[src/hdl/timer_pkg.sv]
// Purpose: Shared constants for the gated 16-bit timer/counter
// Assumes: AHB-Lite register bus, one 100 MHz clock
// Notes:   Every offset, field position and count lives here, with the control, gate, clock select and count reset values
package timer_pkg;

	// ==========================================================
	// Register map (byte addresses, one word each)
	localparam logic [4:0] OFS_COUNT_LOW  = 5'h00;
	localparam logic [4:0] OFS_COUNT_HIGH = 5'h04;
	localparam logic [4:0] OFS_TIMER_CTRL = 5'h08;
	localparam logic [4:0] OFS_GATE_CTRL  = 5'h0C;
	localparam logic [4:0] OFS_CLOCK_SEL  = 5'h10;
	localparam logic [4:0] OFS_IRQ_STATUS = 5'h14;
	localparam logic [4:0] OFS_IRQ_MASK   = 5'h18;

	// ==========================================================
	// Field positions
	localparam int unsigned CTRL_RUN_BIT   = 0;
	localparam int unsigned CTRL_BUF_BIT   = 1;
	localparam int unsigned CTRL_ASYNC_BIT = 2;
	localparam int unsigned CTRL_PS_LSB    = 4;
	localparam int unsigned GATE_EN_BIT    = 7;
	localparam int unsigned STAT_OVF_BIT   = 0;

	// ==========================================================
	// Reset values
	localparam logic [7:0]  CTRL_RESET   = 8'h00;
	localparam logic [7:0]  GATE_RESET   = 8'h00;
	localparam logic [1:0]  CLKSEL_RESET = 2'h0;
	localparam logic [15:0] COUNT_RESET  = 16'h0000;

	// ==========================================================
	// Clock source selections
	localparam logic [1:0] CLK_INSTR = 2'h0;
	localparam logic [1:0] CLK_OSC   = 2'h1;
	localparam logic [1:0] CLK_EXT   = 2'h2;

	// ==========================================================
	// Timing: instruction cycle is four system clocks
	localparam int unsigned CLK_PERIOD_NS  = 10;
	localparam int unsigned INSTR_PERIOD_NS = 40;
	localparam int unsigned CLKS_PER_INSTR = INSTR_PERIOD_NS / CLK_PERIOD_NS;
	localparam logic [1:0]  INSTR_LAST     = 2'(CLKS_PER_INSTR - 1);

	// ==========================================================
	// AHB-Lite transfer codes
	localparam logic [1:0] HTRANS_NONSEQ = 2'h2;
	localparam logic [1:0] HTRANS_SEQ    = 2'h3;

	// Bus slave states, one-hot
	typedef enum logic [2:0] {
		BUS_IDLE  = 3'b001,
		BUS_RWAIT = 3'b010,
		BUS_RDONE = 3'b100
	} bus_state_t;

endpackage : timer_pkg

[src/hdl/sync_edge.sv]
// Purpose: Two-stage synchroniser with rising-edge detect
// Assumes: Input may change at any time
// Notes:   First stage feeds only the second stage
`timescale 1ns/100ps
`default_nettype none
module sync_edge
(
	// Clock and reset
	input  wire logic clk,
	input  wire logic rst,
	// Raw input
	input  wire logic din,
	// Synchronised level and rising edge
	output logic      level,
	output logic      rise
);

	logic stage1_r;
	logic stage2_r;
	logic prev_r;

	// Synchroniser chain and delayed copy
	always_ff @(posedge clk)
	begin
		if (rst)
		begin
			stage1_r <= 1'b0;
			stage2_r <= 1'b0;
			prev_r   <= 1'b0;
		end
		else
		begin
			stage1_r <= din;
			stage2_r <= stage1_r;
			prev_r   <= stage2_r;
		end
	end

	// Outputs look only at stage two and later
	assign level = stage2_r;
	assign rise  = stage2_r & ~prev_r;

endmodule : sync_edge
`default_nettype wire

[src/hdl/prescale_divider.sv]
// Purpose: Divide a tick stream by 1, 2, 4 or 8
// Assumes: tickIn counts once per clock it is high; it may stay high
// Notes:   Clear wins over counting; count is not visible to software
`timescale 1ns/100ps
`default_nettype none
module prescale_divider
(
	// Clock and reset
	input  wire logic       clk,
	input  wire logic       rst,
	// Control
	input  wire logic       clear,
	input  wire logic [1:0] sel,
	// Ticks
	input  wire logic       tickIn,
	output logic            tickOut
);

	logic [2:0] cnt_r;
	logic [2:0] divMask;

	// Terminal mask for the selected ratio
	assign divMask = 3'((4'h1 << sel) - 4'h1);
	assign tickOut = tickIn & ((cnt_r & divMask) == divMask);

	// Prescale counter
	always_ff @(posedge clk)
	begin
		if (rst || clear)
			cnt_r <= 3'h0;
		else if (tickIn)
			cnt_r <= 3'(cnt_r + 3'h1);
	end

endmodule : prescale_divider
`default_nettype wire

[src/hdl/gated_timer_counter.sv]
// Purpose: 16-bit gated timer/counter with AHB-Lite registers
// Assumes: One clock, synchronous active-high reset, word accesses
// Notes:   Gate source logic lives outside; gateOpen is its result
`timescale 1ns/100ps
`default_nettype none

// Summary of operation
// - 16-bit up counter, byte writes update directly
// - Run enable off stops; gate enable gates
// - Instruction clock advances once per cycle
// - Oscillator clock advances four per instruction
// - Clock select picks internal or external source
// - External source counts on rising edges
// - External count synchronous or asynchronous
// - Falling edge needed before first counted rise
// - Prescaler divides by 1, 2, 4, 8
// - Prescaler hidden, cleared on counter writes
// - Buffered mode maps high address to buffer
// - Low read copies high byte into buffer
// - Low write loads high from buffer together
// - Buffered high writes leave prescaler alone
module gated_timer_counter
(
	// Clock and reset
	input  wire logic        clk,
	input  wire logic        rst,
	// AHB-Lite slave
	input  wire logic        hsel,
	input  wire logic [31:0] haddr,
	input  wire logic [1:0]  htrans,
	input  wire logic        hwrite,
	input  wire logic [2:0]  hsize,
	input  wire logic [31:0] hwdata,
	input  wire logic        hready,
	output logic             hreadyout,
	output logic             hresp,
	output logic [31:0]      hrdata,
	// Count sources
	input  wire logic        externalCountInput,
	input  wire logic        gateOpen,
	// Interrupt
	output logic             irq
);
	import timer_pkg::*;

	// ==========================================================
	// Registers
	logic [15:0]  count_r;
	logic [15:0]  count_nxt;
	logic [7:0]   highBuf_r;
	logic [7:0]   ctrl_r;
	logic [7:0]   gateCtrl_r;
	logic [1:0]   clkSel_r;
	logic         status_r;
	logic         mask_r;
	logic         armed_r;
	logic         runPrev_r;
	logic         extPend_r;
	logic [1:0]   instrPhase_r;
	logic [31:0]  hrdata_r;
	bus_state_t   busState_r;
	logic [4:0]   dAddr_r;
	logic         dWrite_r;

	// ==========================================================
	// Register field views
	logic       runEnable;
	logic       bufferedAccess;
	logic       asyncMode;
	logic [1:0] prescaleSelect;
	logic       gateEnable;

	assign runEnable      = ctrl_r[CTRL_RUN_BIT];
	assign bufferedAccess = ctrl_r[CTRL_BUF_BIT];
	assign asyncMode      = ctrl_r[CTRL_ASYNC_BIT];
	assign prescaleSelect = ctrl_r[CTRL_PS_LSB +: 2];
	assign gateEnable     = gateCtrl_r[GATE_EN_BIT];

	// ==========================================================
	// Bus address phase and decode
	function automatic logic isAddr(input logic [4:0] a, input logic [4:0] ofs);
		isAddr = (a == ofs);
	endfunction : isAddr

	logic       addrValid;
	logic       takeRead;
	logic       takeWrite;
	logic       wrPhase;
	logic       wrLow;
	logic       wrHigh;
	logic       wrCtrl;
	logic       wrGate;
	logic       wrClk;
	logic       wrStat;
	logic       wrMask;
	logic       rdLowNow;

	// Transfer is taken when selected, active and the bus is ready
	assign addrValid = hsel && hready &&
		(htrans == HTRANS_NONSEQ || htrans == HTRANS_SEQ);
	assign takeRead  = addrValid && !hwrite && (busState_r == BUS_IDLE ||
		busState_r == BUS_RDONE);
	assign takeWrite = addrValid && hwrite && (busState_r == BUS_IDLE ||
		busState_r == BUS_RDONE);

	// Write data phase decode
	assign wrPhase = dWrite_r && (busState_r == BUS_IDLE);
	assign wrLow   = wrPhase && isAddr(dAddr_r, OFS_COUNT_LOW);
	assign wrHigh  = wrPhase && isAddr(dAddr_r, OFS_COUNT_HIGH);
	assign wrCtrl  = wrPhase && isAddr(dAddr_r, OFS_TIMER_CTRL);
	assign wrGate  = wrPhase && isAddr(dAddr_r, OFS_GATE_CTRL);
	assign wrClk   = wrPhase && isAddr(dAddr_r, OFS_CLOCK_SEL);
	assign wrStat  = wrPhase && isAddr(dAddr_r, OFS_IRQ_STATUS);
	assign wrMask  = wrPhase && isAddr(dAddr_r, OFS_IRQ_MASK);

	// Read of the low byte happens in the wait cycle of its data phase
	assign rdLowNow = (busState_r == BUS_RWAIT) && isAddr(dAddr_r, OFS_COUNT_LOW);

	// Bus phase tracking
	always_ff @(posedge clk)
	begin
		if (rst)
		begin
			busState_r <= BUS_IDLE;
			dAddr_r    <= 5'h00;
			dWrite_r   <= 1'b0;
		end
		else
		begin
			if (takeRead)
				busState_r <= BUS_RWAIT;
			else if (busState_r == BUS_RWAIT)
				busState_r <= BUS_RDONE;
			else
				busState_r <= BUS_IDLE;
			if (takeRead || takeWrite)
				dAddr_r <= haddr[4:0];
			dWrite_r <= takeWrite;
		end
	end

	// Reads wait one cycle; writes finish at once
	assign hreadyout = (busState_r != BUS_RWAIT);
	assign hresp     = 1'b0;

	// ==========================================================
	// Read data mux
	logic [31:0] rdMux;
	logic [7:0]  highView;

	// Buffered mode shows the buffer at the high address
	assign highView = bufferedAccess ? highBuf_r : count_r[15:8];

	always_comb
	begin
		unique case (dAddr_r)
			OFS_COUNT_LOW:  rdMux = {24'h000000, count_r[7:0]};
			OFS_COUNT_HIGH: rdMux = {24'h000000, highView};
			OFS_TIMER_CTRL: rdMux = {24'h000000, ctrl_r};
			OFS_GATE_CTRL:  rdMux = {24'h000000, gateCtrl_r};
			OFS_CLOCK_SEL:  rdMux = {30'h00000000, clkSel_r};
			OFS_IRQ_STATUS: rdMux = {31'h00000000, status_r};
			OFS_IRQ_MASK:   rdMux = {31'h00000000, mask_r};
			default:        rdMux = 32'h00000000;
		endcase
	end

	// Read data register
	always_ff @(posedge clk)
	begin
		if (rst)
			hrdata_r <= 32'h00000000;
		else if (busState_r == BUS_RWAIT)
			hrdata_r <= rdMux;
	end

	assign hrdata = hrdata_r;

	// ==========================================================
	// Control registers
	always_ff @(posedge clk)
	begin
		if (rst)
		begin
			ctrl_r     <= CTRL_RESET;
			gateCtrl_r <= GATE_RESET;
			clkSel_r   <= CLKSEL_RESET;
			mask_r     <= 1'b0;
		end
		else
		begin
			if (wrCtrl)
				ctrl_r <= hwdata[7:0];
			if (wrGate)
				gateCtrl_r <= hwdata[7:0];
			if (wrClk)
				clkSel_r <= hwdata[1:0];
			if (wrMask)
				mask_r <= hwdata[STAT_OVF_BIT];
		end
	end

	// ==========================================================
	// Count enable and clock sources
	logic running;
	logic instrTick;
	logic extLevel;
	logic extRise;
	logic extFall;
	logic extLevelPrev_r;
	logic extEdge;
	logic srcTick;
	logic psTick;
	logic psClear;
	logic counterWrite;

	// Run only with run enable; gate only when gate enable is set
	assign running = runEnable && (!gateEnable || gateOpen);

	// Instruction cycle strobe
	assign instrTick = (instrPhase_r == INSTR_LAST);

	always_ff @(posedge clk)
	begin
		if (rst)
			instrPhase_r <= 2'h0;
		else
			instrPhase_r <= 2'(instrPhase_r + 2'h1);
	end

	sync_edge extSync
	(
		.clk   (clk),
		.rst   (rst),
		.din   (externalCountInput),
		.level (extLevel),
		.rise  (extRise)
	);

	// Any write that touches the live count
	assign counterWrite = wrLow || (wrHigh && !bufferedAccess);

	// Previous synchronised level, reset to the idle low level of the pin
	always_ff @(posedge clk)
	begin
		if (rst)
			extLevelPrev_r <= 1'b0;
		else
			extLevelPrev_r <= extLevel;
	end

	// Falling edge of the synchronised count input
	assign extFall = extLevelPrev_r && !extLevel;

	// Edge qualifier: arm only after a falling edge, so a low level
	// present at enable does not let the next rise through
	always_ff @(posedge clk)
	begin
		if (rst)
		begin
			armed_r   <= 1'b0;
			runPrev_r <= 1'b0;
		end
		else
		begin
			runPrev_r <= runEnable;
			if (counterWrite || (runEnable != runPrev_r) || !runEnable)
				armed_r <= 1'b0;
			else if (extFall)
				armed_r <= 1'b1;
		end
	end

	// Rising edges count only once armed
	assign extEdge = extRise && armed_r && (clkSel_r == CLK_EXT);

	// Synchronous mode holds an edge until the next instruction strobe
	always_ff @(posedge clk)
	begin
		if (rst || asyncMode || !running)
			extPend_r <= 1'b0;
		else if (extEdge)
			extPend_r <= 1'b1;
		else if (instrTick)
			extPend_r <= 1'b0;
	end

	// Source tick selection
	always_comb
	begin
		unique case (clkSel_r)
			CLK_INSTR: srcTick = instrTick;
			CLK_OSC:   srcTick = 1'b1;
			CLK_EXT:   srcTick = asyncMode ? extEdge : (extPend_r && instrTick);
			default:   srcTick = 1'b0;
		endcase
	end

	// Prescaler clears on any low write, or high write when not buffered
	assign psClear = wrLow || (wrHigh && !bufferedAccess);

	prescale_divider prescaler
	(
		.clk     (clk),
		.rst     (rst),
		.clear   (psClear),
		.sel     (prescaleSelect),
		.tickIn  (srcTick && running),
		.tickOut (psTick)
	);

	// ==========================================================
	// Live counter and high-byte buffer
	logic incr;
	logic overflow;

	assign incr     = psTick && !counterWrite && !wrHigh;
	assign overflow = incr && (count_r == 16'hFFFF);

	always_comb
	begin
		count_nxt = count_r;
		if (wrLow && bufferedAccess)
			count_nxt = {highBuf_r, hwdata[7:0]};
		else if (wrLow)
			count_nxt = {count_r[15:8], hwdata[7:0]};
		else if (wrHigh && !bufferedAccess)
			count_nxt = {hwdata[7:0], count_r[7:0]};
		else if (incr)
			count_nxt = 16'(count_r + 16'h0001);
	end

	always_ff @(posedge clk)
	begin
		if (rst)
			count_r <= COUNT_RESET;
		else
			count_r <= count_nxt;
	end

	// Buffer catches high byte on low reads, or software high writes
	always_ff @(posedge clk)
	begin
		if (rst)
			highBuf_r <= 8'h00;
		else if (wrHigh && bufferedAccess)
			highBuf_r <= hwdata[7:0];
		else if (rdLowNow && bufferedAccess)
			highBuf_r <= count_r[15:8];
	end

	// ==========================================================
	// Overflow status, write one to clear, set wins
	always_ff @(posedge clk)
	begin
		if (rst)
			status_r <= 1'b0;
		else if (overflow)
			status_r <= 1'b1;
		else if (wrStat && hwdata[STAT_OVF_BIT])
			status_r <= 1'b0;
	end

	// Level interrupt while an unmasked flag is set
	assign irq = status_r & mask_r;

endmodule : gated_timer_counter
`default_nettype wire

[config.mk]
export PLATFORM = sky130hd
export DESIGN_NAME = gated_timer_counter
export DESIGN_NICKNAME = d
export VERILOG_FILES = /design/src/hdl/timer_pkg.sv /design/src/hdl/sync_edge.sv /design/src/hdl/prescale_divider.sv /design/src/hdl/gated_timer_counter.sv
export SDC_FILE = /design/constraint.sdc
export NUM_CORES = 1
export LEC_CHECK = 0
export CAP_MARGIN = 10
export CORE_MARGIN = 4
export CORE_UTILIZATION = 23
export CTS_CLUSTER_SIZE = 30
export DETAILED_ROUTE_END_ITERATION = 8
export DONT_BUFFER_PORTS = 1
export MAX_ROUTING_LAYER = met4
export SKIP_CTS_REPAIR_TIMING = 1
export SYNTH_ARGS = -nofsm -noshare
export SYNTH_HDL_FRONTEND = slang
export SYNTH_SLANG_ARGS = --single-unit
[constraint.sdc]
create_clock -name clk -period 1.8 [get_ports clk]
set_input_delay 0.18 -clock clk [delete_from_list [all_inputs] [get_ports clk]]
set_output_delay 0.18 -clock clk [all_outputs]
set_load 0.03 [all_outputs]
Word-level counts from Yosys, hierarchy flattened --
Index checks and enable logic that the tools add are counted.
Operators by class: shift-type cells 1, mux-type cells 16, bitwise gates (word level) 5, $add $sub $neg 4, eq/ne operators 20, reductions and logical operators 58
Operator list (number):
- 2-to-1 mux 16 bit | 4
- case mux 8 bit (7 select lines) | 1
- logical AND 1 bit | 29
- 2-to-1 mux 8 bit | 3
- adder 16 x 1 -> 16 bit, second input constant | 1
- equality test 16 bit, second input constant | 1
- equality test 5 bit, second input constant | 3
- equality test 5 x 4 -> 1 bit, second input constant | 2
- logical OR 1 bit | 10
- equality test 2 bit, second input constant | 4
- zero test 1 bit | 8
- != test 3 x 2 -> 1 bit, second input constant | 2
- nonzero test 2 bit | 3
- nonzero test 3 bit | 2
- equality test 5 x 3 -> 1 bit, second input constant | 1
- zero test 5 bit | 1
- 2-to-1 mux 1 bit | 5
- AND reduction 2 bit | 2
- OR reduction 2 bit | 2
- adder 3 x 1 -> 3 bit, second input constant | 1
- bitwise AND 1 bit | 3
- bitwise AND 3 bit | 1
- equality test 3 x 1 -> 1 bit, second input constant | 1
- equality test 3 x 2 -> 1 bit, second input constant | 1
- 13 further kinds | 13
Storage, ports and cells: word-level logic and storage cells 125, bits of input ports 76, output and inout port bits 35, flip-flop bits (word level) 96

Depth between registers and ports, before layout --
word-level depth 14, mapped depth 10, gate-level depth less buffers 7

Hierarchy --
From an unflattened synthesis, not the netlist that was laid out.
Second synthesis, totals: cell total of the unflattened synthesis 480, area, all modules 4165.2 um^2
Modules (own cells, without submodules):
- gated_timer_counter | instances 1, cells each 457, sequential area each 1341.3 um^2, area each 3928.8 um^2
- prescale_divider | instances 1, cells each 16, sequential area each 60.1 um^2, area each 148.9 um^2
- sync_edge | instances 1, cells each 7, sequential area each 60.1 um^2, area each 87.6 um^2

Worst setup path before layout --
Ideal clock, no wire load.
kind register to register, from register dAddr_r[4], to register count_r[7], data required time 1.667 ns, path buffers 4, cell stages (with the launch flop) 11, period minus slack after synthesis 1.970 ns, library setup time 0.133 ns, slack -0.170 ns, data arrival time 1.837 ns, cell sequence dfxtp_1 > buf_6 > or3_1 > buf_6 > nor3_4 > and2_1 > buf_4 > buf_6 > nor2_1 > a21oi_1 > a31oi_1
Between the ends: word-level cells in the longest chain between the ends 9, elaborated cells between the ends (all ways) 16, those cells by class 2 x eq/ne; 2 x mux; 12 x reduce/logical
RTL lines:
- from (decl) | RTL line gated_timer_counter.sv:62 | logic [4:0] dAddr_r;
- from (signal assigned) | RTL line gated_timer_counter.sv:137 | dAddr_r <= haddr[4:0];
- equality test 5 x 3 -> 1 bit | RTL line gated_timer_counter.sv:82 | isAddr = (a == ofs);
- logical AND 1 bit | RTL line gated_timer_counter.sv:109 | assign wrHigh = wrPhase && isAddr(dAddr_r, OFS_COUNT_HIGH);
- logical AND 1 bit | RTL line gated_timer_counter.sv:241, gated_timer_counter.sv:327
- logical OR 1 bit | RTL line gated_timer_counter.sv:241 | assign counterWrite = wrLow || (wrHigh && !bufferedAccess);
- zero test 1 bit | RTL line gated_timer_counter.sv:317 | assign incr = psTick && !counterWrite && !wrHigh;
- logical AND 1 bit (2 in series) | RTL line gated_timer_counter.sv:317
- nonzero test 3 bit (no line)
- AND reduction 2 bit (no line)
- to (signal assigned) | RTL line gated_timer_counter.sv:338 | count_r <= count_nxt;
- to (decl) | RTL line gated_timer_counter.sv:48 | logic [15:0] count_r;
Parallel ways exist; a longest one is shown, timed or not. The select of a mux whose other input is x is not followed. A chain may end at the register's enable or synchronous reset.

==> run metrics <==
status=finished with violations; failing checks=negative hold slack, negative setup slack; aggregate global-route resource usage=12.47%; Leak=1.771 nW; Yosys warnings=0; ant diodes=0; final WL=12140 um; Num CTS Buffers=9; die area=19020 um^2; largest family of logic cells by synthesized area=simple AND/OR/NAND/NOR gates; slowest CP cell=a211o_1; Top FF cell, synth=dfxtp_1; Pins Over Slew Limit=0; Die Y-Extent=137.9 um; Synth async-reset ratio=0%; boundary pin count=111; Syn Std Cell Area=3882 um^2; clk_skew=8.033 ps; crit share post-route=108.5%; met3 WL=835 um; sequential fraction of the synthesis area=37.13%; Power Density=677.3 nW/um^2; synth top area cells=dfxtp_1 (37%), a21oi_1 (5.4%), mux2i_1 (5.2%), buf_4 (5.0%), nand2_1 (4.6%); vias in the first global route=3195; crit path capture type=register; RSZ-0062 raised after global routing=yes; Root Buffer=clkbuf_16; worst skew pair latency=330 ps; vias after detailed routing=3486; placed instance area=4479 um^2; Synth Area in Simple Gates=21.33%; Max rail drop VDD=0.4701 mV; CP Class=reg2reg; placement row count=47; GP Congestion=0.8870; share of the synthesized area in the top cell type=37.13%; final std cells w/o fill=741; Core Area=16580 um^2; CP cell instances=nand3b_1, a211o_1, a21o_1, buf_6, nor3_4, buf_12, nand4_1, a21oi_1; Pre-Repair DR Iteration Count=4; Buffers on Ports=0; critical path peak fanout=5; TritonCTS clock tree=yes; Die Wd=137.9 um; P&R area growth vs syn=32.16%; CTS Sinks=72; Startpoint Class=register; XOR/XNOR Fraction of Synth Area=2.481%; Iter 0 DRT Violations=363; WL met1=5226 um; critical path required time=2060 ps; initial antenna violation count=0; FF+latch count, synth=72; Distinct cells, synth=57; Placed Cells=707; Min Clock Period, post-route=1954 ps; # fillers=1723; DP HPWL=8340 um; GRT Residual Overflow=0; post-synthesis mux area share=10.96%; Peak Freq=511.9 MHz; Cells after Synth=453; post-route cell area=5131 um^2; Pwr Total=3.475 mW; starting density of the core=23.41%; first-pass GRT wire length=17640 um; worst endpoint data arrival time=2220 ps; met2 wire len=5840 um; hold slack=-0.5122 ps; setup ws final=-153.6 ps; vias per cell=4.704; Synth area leader=dfxtp_1; final net count=596; Final Setup Violations=23; uppermost layer routed=met4; number of flops mapped to enable cells by yosys=0; maxcap violations=0; Clk pin slew, worst setup/hold paths=60 ps; Syn Area/Cell=8.571 um^2; Compound-Gate Fraction of Synth Area=17.31%; DRT antenna net count=0; pin count of the biggest net entering global routing=68; max incr delay on CP=320 ps; DRC=0; share of cells above drive strength 1=25.72%; final hold violation count=1; H-Tree Depth=3; HP Class=in2reg; clk buf depth=2; adder-cell share of the synthesized area=0.9668%; Avg WL per Cell=16.38 um; post-place setup slack=-311.9 ps
## where the power goes
part           internal, mW  leakage [nW]  switching, mW
Combinational        0.0977          1.06          0.184
Sequential             1.61         0.583         0.0123
Clock                 0.912         0.132          0.659
Total                  2.62          1.77          0.855
## registers in the layout (all words and copies together), names as in the netlist, 2 cells and up
register / flops
gateCtrl_r: 8
ctrl_r: 8
hrdata: 8
busState_r: 3
dAddr_r: 5
prescaler.cnt_r: 3
clkSel_r: 2
highBuf_r: 8
count_r: 16
instrPhase_r: 2
## logic make-up (layout without fill, tap and decap cells)
family,after synthesis,in the layout
fa+ha+maj,3,3
mux,33,33
xor+xnor,11,11
other cells,1,25
buf+inv,64,108
compound gates,105,105
simple gates,164,164
flops,72,72
## placed cells by master, fill, tap and decap left out, types with 6 or more instances in the layout
master	instances
dfxtp_1	69
buf_4	53
nand2_1	47
nor2_1	42
a21oi_1	42
conb_1	25
mux2i_1	18
nand3_1	17
a22oi_1	11
inv_1	10
clkbuf_16	10
buf_6	10
xnor2_1	9
dlygate4sd3_1	9
nor2b_1	8
o22ai_1	8
buf_12	8
mux4_2	7
nor3_1	7
nor4_1	7
mux2_2	6
a211oi_1	6
## per-layer routing
metal  up-vias  global-route usage (%)
li1       1704                       -
met1      1673                   16.11
met2        94                   19.01
met3        15                   4.136
met4         0                   2.909
met5         -                       -
## layout make-up
class	instances	area (um^2)	share of cell area, %
multi-input combinational	341	2302	44.87
clock inverter	5	25.02	0.4877
tap	220	275.3	5.365
clock buffer	10	229.0	4.462
timing repair buffer	82	813.3	15.85
inverter	11	41.29	0.8047
sequential	72	1445	28.16
## Yosys cell counts (all sizes together), types with 4 or more instances
master and n:
nor2b 8, nand4 5, a31oi 5, buf 39
nor4 10, inv 11, dfxtp 72, a21oi 43
clkbuf 14, mux4 7, nand3 17, o211ai 4
xnor2 9, nor2 46, and3 4, o21ai 8
mux2 6, a22oi 14, nor3 10, a211oi 7
o22ai 8, mux2i 20, nand2 48
## final timing paths
kind | slack, ps | depth (start not counted) | to | startpoint
max | -150 | 8 | status_r | extLevelPrev_r
min | -0.5 | 2 | mask_r | hwdata[0]
max reg2reg | -150 | 8 | status_r | extLevelPrev_r
min reg2reg | 420 | 1 | instrPhase_r[0] | instrPhase_r[0]
## critical path: cells and delay by family, from the launching register on
kind / cells / cell delay (ps)
buf+inv: 2 / 290
flops: 1 / 300
compound gates: 3 / 680
simple gates: 3 / 600
## per-stage QoR
step | setup TNS (ps) | util, % | hold slack (ps)
3_5_place_dp | -3574 | 27.01 | 265.6
5_1_grt | -3920 | 30.94 | 1.073
4_1_cts | -4135 | 28.54 | -90.59
6_report | -1760 | 30.94 | -0.5122
3_3_place_gp | -3935 | 27.01 | 265.7
2_1_floorplan | -1280 | - | 270.7
Power figures use the tool's default switching activity.
